<file path="config.mk">
export PLATFORM = sky130hd
export DESIGN_NAME = ring_fairness_token_control
export DESIGN_NICKNAME = d
export VERILOG_FILES = /design/src/ring_fair_pkg.sv /design/src/fair_if.sv /design/src/sat_engine.sv /design/src/ring_fairness_token_control.sv
export VERILOG_INCLUDE_DIRS = /design/src /design/src/src
export SDC_FILE = /design/constraint.sdc
export NUM_CORES = 1
export LEC_CHECK = 0
export BUFFER_PORTS_ARGS = -buffer_cell sky130_fd_sc_hd__buf_2
export CORE_ASPECT_RATIO = 1.75
export CORE_MARGIN = 2
export CORE_UTILIZATION = 30
export CTS_CLUSTER_DIAMETER = 100
export DETAILED_ROUTE_END_ITERATION = 6
export PLACE_DENSITY = 0.57
export SYNTH_ARGS = -nofsm -noshare
export SYNTH_HDL_FRONTEND = slang
export SYNTH_SLANG_ARGS = --single-unit
</file>
<file path="constraint.sdc">
create_clock -name ref_clk -period 4.98 [get_ports ref_clk]
set_input_delay 0.498 -clock ref_clk [delete_from_list [all_inputs] [get_ports ref_clk]]
set_output_delay 0.498 -clock ref_clk [all_outputs]
set_load 0.05 [all_outputs]
</file>
<file path="src/ring_fair_params.svh">
// Constants for the ring fairness token block: offsets, fields, resets
// and timing. Included by the design modules; holds definitions only.
`ifndef RING_FAIR_PARAMS_SVH
`define RING_FAIR_PARAMS_SVH
// Widths of quota, transfer count and frame counter
`define QUOTA_W 8
`define XFER_W 4
`define CNT_W 12
// Token-loss time in ms and clock rate in kHz
`define SAT_LOSS_MS 100
`define CLK_KHZ 100000
// Register byte offsets on the APB slave
`define CFG_OFFSET 8'h00
`define STATUS_OFFSET 8'h04
`define COUNT_OFFSET 8'h08
// Configuration register field positions
`define CFG_HOLD_LSB 0
`define CFG_IDLE_LSB 8
`define CFG_SPLIT_BIT 16
`define CFG_REFLECT_BIT 17
// Configuration reset values
`define RST_HOLD_QUOTA 8'h01
`define RST_IDLE_QUOTA 8'h04
`define RST_SPLIT 1'b0
`define RST_REFLECT 1'b0
`endif

</file>
<file path="src/ring_fair_pkg.sv">
// Types shared by the ring fairness token modules.
// Assumes nothing of its surroundings.
package ring_fair_pkg;
  // Token custody of one fairness engine
  typedef enum logic {TOK_FREE, TOK_HELD} tok_state_type;
endpackage

</file>
<file path="src/fair_if.sv">
// Link between the token router and one fairness engine.
// Assumes both ends run on the same clock.
`timescale 1ns/1ps
interface fair_if #(
  parameter int QW = 8,
  parameter int XW = 4,
  parameter int CW = 12
);
  // Router to engine
  logic tok_in;
  logic tmr_clr;
  logic app_pending;
  logic no_cut;
  logic app_sent;
  logic [QW-1:0] hold_quota;
  logic [QW-1:0] idle_quota;
  logic [XW-1:0] xfer;
  // Engine to router
  logic tok_release;
  logic holding;
  logic satisfied;
  logic grant;
  logic [CW-1:0] cnt;
  modport eng (
    input tok_in, tmr_clr, app_pending, no_cut, app_sent,
    input hold_quota, idle_quota, xfer,
    output tok_release, holding, satisfied, grant, cnt
  );
  modport ctl (
    output tok_in, tmr_clr, app_pending, no_cut, app_sent,
    output hold_quota, idle_quota, xfer,
    input tok_release, holding, satisfied, grant, cnt
  );
endinterface

</file>
<file path="src/sat_engine.sv">
// Fairness engine for one token direction: custody, frame counter,
// scaled limits, Satisfied and the token-loss timer.
// Assumes the router gives it only tokens that arrived in sync.
`timescale 1ns/1ps
`include "ring_fair_params.svh"
module sat_engine #(
  parameter int CNT_W = `CNT_W,
  parameter int unsigned LOSS_CYCLES = `SAT_LOSS_MS * `CLK_KHZ
) (
  // Clock and reset
  input wire logic ref_clk,
  input wire logic arst_n,
  // Router side
  fair_if.eng f
);
  // Custody state
  ring_fair_pkg::tok_state_type state_reg;
  // Frame counter and scaled limits
  logic [CNT_W-1:0] cnt_reg;
  logic [CNT_W-1:0] hold_lim_reg;
  logic [CNT_W-1:0] idle_lim_reg;
  // Token-loss timer
  logic [31:0] loss_reg;
  logic loss_hit;
  logic tok_arrive;
  logic sat_now;
  logic release_now;

  // Loss timer fires only while no token is held
  assign loss_hit = (state_reg == ring_fair_pkg::TOK_FREE) &&
                    (loss_reg >= LOSS_CYCLES - 1);
  assign tok_arrive = f.tok_in | loss_hit;
  // quota met or nothing to send
  assign sat_now = (cnt_reg >= hold_lim_reg) ||
                   ((state_reg == ring_fair_pkg::TOK_HELD) &&
                    !f.app_pending);
  assign release_now = (state_reg == ring_fair_pkg::TOK_HELD) && sat_now;

  always_ff @(posedge ref_clk or negedge arst_n)
  begin
    if (!arst_n)
    begin
      hold_lim_reg <= '0;
      idle_lim_reg <= '0;
    end
    else
    begin
      // Both operands widened first so the product is not cut
      hold_lim_reg <= CNT_W'(f.hold_quota) * CNT_W'(f.xfer);
      idle_lim_reg <= CNT_W'(f.idle_quota) * CNT_W'(f.xfer);
    end
  end

  // Custody of the token
  always_ff @(posedge ref_clk or negedge arst_n)
  begin
    if (!arst_n)
      state_reg <= ring_fair_pkg::TOK_FREE;
    else
      case (state_reg)
        ring_fair_pkg::TOK_FREE:
          if (tok_arrive)
            state_reg <= ring_fair_pkg::TOK_HELD;
        ring_fair_pkg::TOK_HELD:
          if (release_now)
            state_reg <= ring_fair_pkg::TOK_FREE;
        default:
          state_reg <= ring_fair_pkg::TOK_FREE;
      endcase
  end

  always_ff @(posedge ref_clk or negedge arst_n)
  begin
    if (!arst_n)
      cnt_reg <= '0;
    else if (release_now)
      cnt_reg <= '0;
    else if (f.app_sent && (cnt_reg != {CNT_W{1'b1}}))
      cnt_reg <= cnt_reg + 1'b1;
  end

  // loss timer, restarted on SAT output
  always_ff @(posedge ref_clk or negedge arst_n)
  begin
    if (!arst_n)
      loss_reg <= '0;
    else if (f.tmr_clr || loss_hit)
      loss_reg <= '0;
    else if (loss_reg != 32'hFFFFFFFF)
      loss_reg <= loss_reg + 32'h1;
  end

  // nothing at or above idle limit
  assign f.grant = (cnt_reg < idle_lim_reg) &&
                   (((state_reg == ring_fair_pkg::TOK_HELD) && !sat_now) ||
                    f.no_cut);
  assign f.tok_release = release_now;
  assign f.holding = (state_reg == ring_fair_pkg::TOK_HELD);
  assign f.satisfied = sat_now;
  assign f.cnt = cnt_reg;
endmodule

</file>
<file path="src/ring_fairness_token_control.sv">
// Ring fairness token control for a dual port node: two fairness
// engines, token forwarding and reflection, string-end handling,
// link idle detection and an APB register slave.
// Assumes the transmitter sends a requested token when ready and
// pulses the matching taken input; inputs are synchronous to ref_clk.
//
// Behaviour
// - Reflect flag chooses forward or reflect, node-wide
// - Forwarded SAT leaves on the other port
// - SAT' passes to opposite port without holding
// - Reflected SAT leaves on the arrival port
// - Reflect mode bounces SAT' back unconditionally
// - Two independent engines, one per direction
// - Satisfied passes token, else hold until Satisfied
// - Satisfied: hold limit reached or nothing pending
// - Limits are quota bases times open transfers
// - Count frames; clear on every token release
// - Count only after trailing flag; not aborts
// - Privileged and Control frames ignore fairness
// - Originate when holding unsatisfied or idle room
// - Below hold limit: yield to cut-through until token
// - Between limits: originate if idle, pass token
// - At idle limit: no origination until token
// - Accept tokens in sync, send only when Ready
// - String end returns released SAT as SAT'
// - String end returns SAT' as SAT immediately
// - Both ports up: forward SAT' unconditionally
// - Two consecutive FLAGs mark the link idle
// - Loss timer recreates SAT after timeout
// - Second SAT while holding is discarded
//
// Decided for this implementation: the APB register port and the placing of the registers.
`timescale 1ns/1ps
`include "ring_fair_params.svh"
module ring_fairness_token_control #(
  parameter int unsigned LOSS_CYCLES = `SAT_LOSS_MS * `CLK_KHZ,
  parameter int QUOTA_W = `QUOTA_W,
  parameter int XFER_W = `XFER_W,
  parameter int CNT_W = `CNT_W
) (
  // Clock and reset
  input wire logic ref_clk,
  input wire logic arst_n,
  // APB slave
  input wire logic psel,
  input wire logic penable,
  input wire logic pwrite,
  input wire logic [7:0] paddr,
  input wire logic [31:0] pwdata,
  output logic [31:0] prdata,
  output logic pready,
  output logic pslverr,
  // Link state per port
  input wire logic [1:0] rx_sync,
  input wire logic [1:0] port_ready,
  input wire logic [1:0] port_oper,
  // Received characters per port
  input wire logic [1:0] rx_sat,
  input wire logic [1:0] rx_sat_rev,
  input wire logic [1:0] rx_flag,
  input wire logic [1:0] rx_other,
  // Token transmit handshake per port
  output logic [1:0] tx_sat_req,
  output logic [1:0] tx_rev_req,
  input wire logic [1:0] tx_sat_taken,
  input wire logic [1:0] tx_rev_taken,
  // Application traffic per token direction
  input wire logic [1:0][XFER_W-1:0] xfer_count,
  input wire logic [1:0] app_pending,
  input wire logic [1:0] fwd_pending,
  input wire logic [1:0] app_sent,
  output logic [1:0] orig_grant,
  output logic [1:0] cut_stall,
  output logic [1:0] satisfied,
  // Configuration seen by the rest of the port
  output logic region_split
);
  // Configuration fields
  logic [QUOTA_W-1:0] hold_quota_reg;
  logic [QUOTA_W-1:0] idle_quota_reg;
  logic reflect_reg;
  // APB phases
  logic apb_setup;
  logic apb_write;
  logic addr_ok;
  logic [31:0] rd_value;
  // Per-port token traffic
  logic [1:0] tok_rel;
  logic [1:0] holding;
  logic [1:0] sat_now;
  logic [1:0] grant_now;
  logic [1:0] rev_in;
  logic [1:0] sat_set;
  logic [1:0] rev_set;
  logic [1:0] sat_pend_reg;
  logic [1:0] rev_pend_reg;
  logic [1:0] sat_pend_next;
  logic [1:0] rev_pend_next;
  // Link idle detection
  logic [1:0] flag_seen_reg;
  logic [1:0] link_idle_reg;
  logic [1:0][CNT_W-1:0] cnt;

  // Setup cycle of any transfer; write lands at access edge
  assign apb_setup = psel && !penable;
  assign apb_write = psel && penable && pwrite && pready;
  assign addr_ok = (paddr == `CFG_OFFSET) || (paddr == `STATUS_OFFSET) ||
                   (paddr == `COUNT_OFFSET);

  // Read mux; unmapped offsets read as zero
  always_comb
  begin
    rd_value = 32'h00000000;
    case (paddr)
      `CFG_OFFSET:
      begin
        rd_value[`CFG_HOLD_LSB +: QUOTA_W] = hold_quota_reg;
        rd_value[`CFG_IDLE_LSB +: QUOTA_W] = idle_quota_reg;
        rd_value[`CFG_SPLIT_BIT] = region_split;
        rd_value[`CFG_REFLECT_BIT] = reflect_reg;
      end
      `STATUS_OFFSET:
        rd_value = {20'h00000, rev_pend_reg, sat_pend_reg, link_idle_reg,
                    grant_now, sat_now, holding};
      `COUNT_OFFSET:
        rd_value = {16'(cnt[1]), 16'(cnt[0])};
      default:
        rd_value = 32'h00000000;
    endcase
  end

  // APB answer: zero wait states, data captured in setup
  always_ff @(posedge ref_clk or negedge arst_n)
  begin
    if (!arst_n)
    begin
      prdata <= 32'h00000000;
      pready <= 1'b0;
      pslverr <= 1'b0;
    end
    else
    begin
      pready <= 1'b1;
      if (apb_setup)
      begin
        prdata <= pwrite ? 32'h00000000 : rd_value;
        // Unmapped offsets and writes to read-only words fail
        pslverr <= !addr_ok || (pwrite && (paddr != `CFG_OFFSET));
      end
    end
  end

  // config word loaded on accepted write
  // idle below hold is the master's fault, not checked
  always_ff @(posedge ref_clk or negedge arst_n)
  begin
    if (!arst_n)
    begin
      hold_quota_reg <= `RST_HOLD_QUOTA;
      idle_quota_reg <= `RST_IDLE_QUOTA;
      region_split <= `RST_SPLIT;
      reflect_reg <= `RST_REFLECT;
    end
    else if (apb_write && (paddr == `CFG_OFFSET))
    begin
      hold_quota_reg <= pwdata[`CFG_HOLD_LSB +: QUOTA_W];
      idle_quota_reg <= pwdata[`CFG_IDLE_LSB +: QUOTA_W];
      region_split <= pwdata[`CFG_SPLIT_BIT];
      reflect_reg <= pwdata[`CFG_REFLECT_BIT];
    end
  end

  // One engine, idle detector and token queue per port
  genvar g;
  generate
    for (g = 0; g < 2; g++)
    begin : port_gen
      localparam int O = 1 - g;
      fair_if #(.QW(QUOTA_W), .XW(XFER_W), .CW(CNT_W)) fif ();

      assign fif.tok_in = rx_sat[g] && rx_sync[g];
      assign rev_in[g] = rx_sat_rev[g] && rx_sync[g];
      // timer restarts only on SAT output
      assign fif.tmr_clr = tok_rel[g] && (reflect_reg || port_oper[O]);
      assign fif.app_pending = app_pending[g];
      // idle needs the feeding link at FLAGs
      assign fif.no_cut = !fwd_pending[g] && link_idle_reg[O];
      assign fif.app_sent = app_sent[g];
      assign fif.hold_quota = hold_quota_reg;
      assign fif.idle_quota = idle_quota_reg;
      assign fif.xfer = xfer_count[g];
      assign tok_rel[g] = fif.tok_release;
      assign holding[g] = fif.holding;
      assign sat_now[g] = fif.satisfied;
      assign grant_now[g] = fif.grant;
      assign cnt[g] = fif.cnt;

      sat_engine #(.CNT_W(CNT_W), .LOSS_CYCLES(LOSS_CYCLES)) u_engine (
        .ref_clk(ref_clk),
        .arst_n(arst_n),
        .f(fif.eng)
      );

      // forward SAT from the other port
      // reflect SAT back out this port
      // string end turns SAT' into SAT
      assign sat_set[g] = (tok_rel[g] && reflect_reg) ||
                          (tok_rel[O] && !reflect_reg && port_oper[g]) ||
                          (rev_in[g] && !reflect_reg && !port_oper[O]);
      // string end turns SAT into SAT'
      assign rev_set[g] = (tok_rel[g] && !reflect_reg && !port_oper[O]) ||
                          (rev_in[g] && reflect_reg) ||
                          (rev_in[O] && !reflect_reg && port_oper[g]);
      // New token wins over a take in the same cycle
      assign sat_pend_next[g] = (sat_pend_reg[g] && !tx_sat_taken[g]) ||
                                sat_set[g];
      assign rev_pend_next[g] = (rev_pend_reg[g] && !tx_rev_taken[g]) ||
                                rev_set[g];

      // Pending tokens merge, as duplicates would anyway
      always_ff @(posedge ref_clk or negedge arst_n)
      begin
        if (!arst_n)
        begin
          sat_pend_reg[g] <= 1'b0;
          rev_pend_reg[g] <= 1'b0;
        end
        else
        begin
          sat_pend_reg[g] <= sat_pend_next[g];
          rev_pend_reg[g] <= rev_pend_next[g];
        end
      end

      always_ff @(posedge ref_clk or negedge arst_n)
      begin
        if (!arst_n)
        begin
          tx_sat_req[g] <= 1'b0;
          tx_rev_req[g] <= 1'b0;
        end
        else
        begin
          tx_sat_req[g] <= sat_pend_next[g] && port_ready[g];
          tx_rev_req[g] <= rev_pend_next[g] && port_ready[g];
        end
      end

      // two FLAGs in a row mean idle
      always_ff @(posedge ref_clk or negedge arst_n)
      begin
        if (!arst_n)
        begin
          flag_seen_reg[g] <= 1'b0;
          link_idle_reg[g] <= 1'b0;
        end
        else if (rx_other[g])
        begin
          // Any other character ends the idle run
          flag_seen_reg[g] <= 1'b0;
          link_idle_reg[g] <= 1'b0;
        end
        else if (rx_flag[g])
        begin
          flag_seen_reg[g] <= 1'b1;
          link_idle_reg[g] <= flag_seen_reg[g];
        end
      end

      always_ff @(posedge ref_clk or negedge arst_n)
      begin
        if (!arst_n)
        begin
          orig_grant[g] <= 1'b0;
          cut_stall[g] <= 1'b0;
          satisfied[g] <= 1'b0;
        end
        else
        begin
          orig_grant[g] <= grant_now[g];
          cut_stall[g] <= holding[g] && !sat_now[g];
          satisfied[g] <= sat_now[g];
        end
      end
    end
  endgenerate
endmodule

</file>
==> impl_metrics.json, run 1 <==
{
  "crit_buf_inv": 2,
  "status": "completed",
  "clkPwrFrac_pct": 37.9,
  "hold_class": "input port to async pin",
  "regToRegEndpoint": "port_gen[1].u_engine.hold_lim_reg[11]",
  "cts_resized": 0,
  "nNetsFinal": 1768,
  "first_iter_violations": 498,
  "startpoint_type": "flop",
  "initial_core_util_pct": 30.2,
  "synth_flop_cell": "dfrtp_1",
  "synth_cells": 1447,
  "critical-path-top-delay-family": "adder cells",
  "r2r_setup_slack_ps": 1220,
  "end_kind": "flop",
  "grt_max_degree": 94,
  "fp.dieW_um": 166,
  "fp-row-count": 104,
  "boundaryPins": 122,
  "place_inst": 2087,
  "grt_first_pass_wirelength_um": 57900,
  "relSlewSlack_pct": 42.9,
  "place_congestion": 0.848,
  "worstMarginPinSlew_ps": 855,
  "root_buffer": "clkbuf_16",
  "power.internal_uw": 2950,
  "path_class": "flop to flop",
  "power_switching_uw": 1350,
  "rsz0062_at_grt": "no",
  "nFillCells": 4728,
  "vias": 10500,
  "setup-tns-final_ps": 0,
  "ir_drop_mv": 0.231,
  "synth-seq-cells": 204,
  "antenna_left": 0,
  "die_area_mm2": 0.0478,
  "grt.total_usage_pct": 15.1,
  "postRouteWirelength_um": 35500,
  "cts_tree": "yes",
  "grt.overflow.total": 0,
  "grt_pass1_vias": 11000,
  "post_cts_buffers": 0,
  "r2r-start": "hold_quota_reg[1]",
  "cts.sinks": 204,
  "largest_reg_flops": 64,
  "drc": 0,
  "cp_cell_sequence": "and2_1, fa_1, inv_1, fa_1, inv_1, ha_1, nor2b_1, o31a_1, or4_1, a2111o_1, o311ai_0",
  "hpwl_um": 26900,
  "rr_worst_depth": 11,
  "synth-seq-area-share_pct": 37.0,
  "synth_edf_count": 0,
  "wl_per_cell_um": 16.7,
  "p_leak_uw": 0.00753,
  "dr.pass1.iters": 5,
  "synth-async-reset-ratio_pct": 100,
  "synth_cell_types": 88,
  "drive_gt1_share_pct": 12.7,
  "numPortBuffers": 103,
  "cp_max_fo": 10,
  "netlist_area_mm2": 0.0138,
  "seq_area_mm2": 0.00511,
  "cts.clk_slew.worst_paths_ps": 60,
  "min_period_over_period_pct": 75.6,
  "viasPerCell": 4.94,
  "clkLatencyLatePin_ps": 520,
  "multi_input_area_mm2": 0.00787,
  "fmax_mhz": 266,
  "setup_viol": 0,
  "layout-area-overhead-vs-synth_pct": 12.6,
  "p_per_area_mw_per_mm2": 277,
  "cap_violations": 0,
  "yosys_warnings": 0,
  "cp_slowest_cell": "fa_1",
  "instances_no_fill": 2128,
  "power_uw": 4300,
  "fin_crit_ps": 3760,
  "clockBufferDepth": 3,
  "cts_made_buffers": 23,
  "hold_buffers": 0,
  "dpl_cell_area_mm2": 0.0148,
  "synth_area_per_cell_um2": 9.53,
  "antenna_found_initial": 1,
  "die_h_um": 288,
  "finalInstanceArea_mm2": 0.0155,
  "htree_num_levels": 1,
  "p_sw_share_pct": 31.5,
  "critPathArrivalTime_ps": 4160,
  "slowest_delay_ps": 540,
  "finalMaxSlewViolations": 0,
  "skew_ps": 9.05,
  "worstPathRequired_ps": 5380,
  "core_area_mm2": 0.0457,
  "hold_viol_final": 0,
  "seq_power_share_pct": 44.4,
  "power_frac_comb_pct": 17.7
}
per-stage QoR:
step / hold slack, ps / worst slack, ps / util [%]
4_1_cts: 65.0 / 1210 / 34.0
3_3_place_gp: 459 / 1130 / 32.4
5_1_grt: 97.8 / 970 / 34.0
2_1_floorplan: 202 / 1350 / -
6_report: 45.1 / 1220 / 34.0
3_5_place_dp: 470 / 1100 / 32.4
cells in the final DEF, fill, tap and decap left out, types with 5 or more instances in the layout:
| cell | count |
|---|---|
| xnor2_1 | 67 |
| nor2_1 | 156 |
| dfrtp_1 | 202 |
| mux2i_1 | 15 |
| a21o_1 | 8 |
| ha_1 | 114 |
| a21oi_1 | 46 |
| a211oi_1 | 8 |
| o21ai_0 | 32 |
| inv_1 | 146 |
| and2_1 | 91 |
| nor4_1 | 18 |
| clkbuf_16 | 23 |
| o31ai_1 | 6 |
| nand2b_1 | 8 |
| nor3_1 | 28 |
| a22o_1 | 12 |
| xor2_1 | 34 |
| clkinv_2 | 5 |
| o311ai_0 | 5 |
| nor2b_1 | 10 |
| and3_1 | 15 |
| o21a_1 | 5 |
| nand4_1 | 24 |
| nand3_1 | 37 |
| o41ai_1 | 5 |
| clkbuf_8 | 7 |
| or4_1 | 5 |
| fa_1 | 48 |
| nand2_1 | 128 |
| conb_1 | 5 |
| mux2_2 | 18 |
| buf_2 | 102 |
| a2111oi_0 | 5 |
| and4_1 | 11 |
routing by layer:
layer / up-vias / share of wire [%] / GRT usage (%) / routed length, µm
met1: 5173 / 41 / 17.2 / 14400
li1: 5067 / - / - / -
met4: 2 / 3.2 / 5.50 / 1140
met5: - / 0.034 / 0 / 12
met2: 212 / 52 / 28.4 / 18500
met3: 64 / 4.1 / 2.19 / 1450
worst max path at each step:
stage | from | endpoint | slack (ps) | depth (start not counted)
finish | hold_quota_reg[1] | port_gen[1].u_engine.hold_lim_reg[11] | 1220 | 11
global route | hold_quota_reg[0] | port_gen[1].u_engine.hold_lim_reg[10] | 970 | 11
CTS | hold_quota_reg[1] | port_gen[1].u_engine.hold_lim_reg[11] | 1210 | 11
detailed placement | xfer_count[7] | port_gen[1].u_engine.idle_lim_reg[11] | 1100 | 12
global placement | xfer_count[3] | port_gen[0].u_engine.hold_lim_reg[11] | 1130 | 12
floorplan | xfer_count[3] | port_gen[0].u_engine.hold_lim_reg[11] | 1350 | 12
synth_stat cells, drive strengths merged, types with 34 or more instances:
master	number	area [µm²]
dfrtp	202	5050
nor2	157	592
inv	146	548
nand2	129	487
ha	114	1430
and2	91	569
xnor2	67	587
fa	48	961
a21oi	47	239
nand3	38	195
clkbuf	34	129
xor2	34	298
final cells by class:
type / count / share of cell area (%)
clock inverters: 7 / 0.266
repair buffers: 107 / 3.57
multi-input cells: 1047 / 50.7
diodes: 1 / 0.0161
flip-flops and latches: 204 / 32.9
clock buffers: 33 / 4.33
inverters: 146 / 3.53
well taps: 583 / 4.70
logic make-up (layout without fill, tap and decap cells):
logic type	count (synthesis)	after routing	share of synthesized area, %
adder cells (fa/ha/maj)	162	162	17.3
buffers and inverters	199	293	5.97
XOR/XNOR	101	101	6.42
AND/OR/NAND/NOR	563	563	21.1
other	2	6	0.0545
AO/OA/AOI/OAI	183	183	9.56
multiplexers	33	33	2.56
flip-flops	204	204	37.0
power groups by stage:
stage / clock, µW / sequential [µW] / combinational, µW
floorplan: 0 / 1950 / 483
global placement: 0 / 1940 / 756
detailed placement: 0 / 1940 / 777
CTS: 1690 / 1910 / 778
global route: 1760 / 1930 / 860
finish: 1630 / 1910 / 761
Power figures use the tool's default switching activity.
==> inputs of run 2 (changes only) <==
==> constraint.sdc (replaced) <==
create_clock -name ref_clk -period 3.6 [get_ports ref_clk]
set_input_delay 0.36 -clock ref_clk [delete_from_list [all_inputs] [get_ports ref_clk]]
set_output_delay 0.36 -clock ref_clk [all_outputs]
set_load 0.05 [all_outputs]
==> impl_metrics.json, run 2 (synthesis results as in run 1) <==
{
  "grt_first_pass_wirelength_um": 58900,
  "fin_crit_ps": 3540,
  "path_class": "flop to flop",
  "min_period_over_period_pct": 98.3,
  "p_per_area_mw_per_mm2": 383,
  "startpoint_type": "flop",
  "setup-tns-final_ps": 0,
  "layout-area-overhead-vs-synth_pct": 16.7,
  "finalMaxSlewViolations": 0,
  "viasPerCell": 4.94,
  "die_h_um": 288,
  "cts.clk_slew.worst_paths_ps": 70,
  "die_area_mm2": 0.0478,
  "first_iter_violations": 504,
  "vias": 10700,
  "place_congestion": 0.884,
  "grt.overflow.total": 0,
  "initial_core_util_pct": 30.2,
  "drive_gt1_share_pct": 16.8,
  "end_kind": "flop",
  "hpwl_um": 28600,
  "root_buffer": "clkbuf_16",
  "skew_ps": 13.7,
  "setup_viol": 0,
  "fp.dieW_um": 166,
  "instances_no_fill": 2171,
  "relSlewSlack_pct": 27.6,
  "final_cell_mix": "198 x dfrtp_1, 156 x nor2_1, 144 x inv_1",
  "core_area_mm2": 0.0457,
  "p_leak_uw": 0.00782,
  "critPathCapture": "port_gen[1].u_engine.idle_lim_reg[11]",
  "clkLatencyLatePin_ps": 520,
  "status": "complete, but fails checks",
  "htree_num_levels": 1,
  "layout_commonest_cell": "dfrtp_1",
  "fp-row-count": 104,
  "grt_max_degree": 117,
  "hold_viol_final": 26,
  "cts.sinks": 204,
  "numPortBuffers": 103,
  "multi_input_area_mm2": 0.00799,
  "ir_drop_mv": 0.269,
  "cts_tree": "yes",
  "boundaryPins": 122,
  "power_uw": 6170,
  "cp_max_fo": 5,
  "nFillCells": 4632,
  "drc": 0,
  "worstPathRequired_ps": 3990,
  "nNetsFinal": 1814,
  "rsz0062_at_grt": "yes",
  "seq_area_mm2": 0.00511,
  "regToRegEndpoint": "port_gen[1].u_engine.idle_lim_reg[11]",
  "n_antenna_cell": 0,
  "critPathArrivalTime_ps": 3930,
  "holdWs_ps": -96.3,
  "largest_reg_flops": 64,
  "r2r_setup_slack_ps": 60,
  "cts_made_buffers": 22,
  "fmax_mhz": 282,
  "rr_worst_depth": 11,
  "grt.total_usage_pct": 15.3,
  "wl_per_cell_um": 17.0,
  "cp-startpoint": "idle_quota_reg[2]",
  "worstMarginPinSlew_ps": 1090,
  "place_inst": 2128,
  "hold_class": "input port to async pin",
  "cap_violations": 0,
  "r2r-start": "idle_quota_reg[2]",
  "clockBufferDepth": 3,
  "violations": "negative hold slack",
  "antenna_left": 0,
  "dr.pass1.iters": 5,
  "postRouteWirelength_um": 36900,
  "grt_pass1_vias": 11000,
  "antenna_found_initial": 0
}
## run 2: cell types whose count changed in the layout (fill, tap and decap cells not counted), moves of 4 or more
cell     before  now
buf_4         4   46
a21oi_1      46   42
a21oi_2       1    5
dfrtp_2       0    4
dfrtp_1     202  198
## run 2: critical path, stage by stage (launching register included)
cell	delay [ps]
dfstp_2	610
nand2_1	90
fa_1	490
fa_1	550
inv_1	50
ha_1	280
a21oi_1	150
nor2b_1	80
o31a_1	250
or4_4	440
nand4_1	90
or3b_1	340
## run 2: where the power goes
group          internal (µW)  leakage [µW]  switching, µW
sequential              2450       0.00279            196
clock                   1490      0.000380            943
combinational            365       0.00465            721
## run 2: final cells by class
type                       count  share of cell area [%]
clock inverter                 5                   0.622
multi-input combinational   1047                    49.7
sequential                   204                    31.8
tap                          583                    4.53
timing repair buffer         154                    5.85
clock buffer                  32                    4.16
inverter                     146                    3.41
## run 2: per-stage QoR
stage               utilization [%]  setup slack, ps  cell area, µm²
finish                         35.2             59.9           16100
global route                   35.2            -68.3           16100
CTS                            34.9            0.807           16000
detailed placement             33.1            -63.4           15100
global placement               33.1            -24.6           15100
floorplan                         -             28.7           13800
## run 2: worst min path at each step
| stage | start | to | slack [ps] |
|---|---|---|---|
| detailed placement | pslverr | pslverr | 470 |
| finish | arst_n | idle_quota_reg[5] | -100 |
| global route | arst_n | idle_quota_reg[5] | 30 |
| CTS | arst_n | idle_quota_reg[5] | 10 |
| floorplan | arst_n | cut_stall[0] | 60 |
| global placement | pslverr | pslverr | 460 |
## run 2: what timing repair did
| action | 4_1_cts | 5_1_grt |
|---|---|---|
| hold buffers | 2 | 0 |
| gates resized for setup | 4 | 33 |
| endpoints found under the hold margin | 4 | 0 |
| buffers inserted | 2 | 2 |
| pin swaps | 1 | 13 |
| setup endpoints to repair | 3 | 8 |
## run 2: layer usage
metal  vias to the layer above  GRT usage, %  part of all wire, %
li1                       5133             -                    -
met1                      5307          17.6                   40
met2                       236          29.7                   54
met3                        50          1.59                  4.0
met4                         0          4.63                  2.3
met5                         -             0                    0
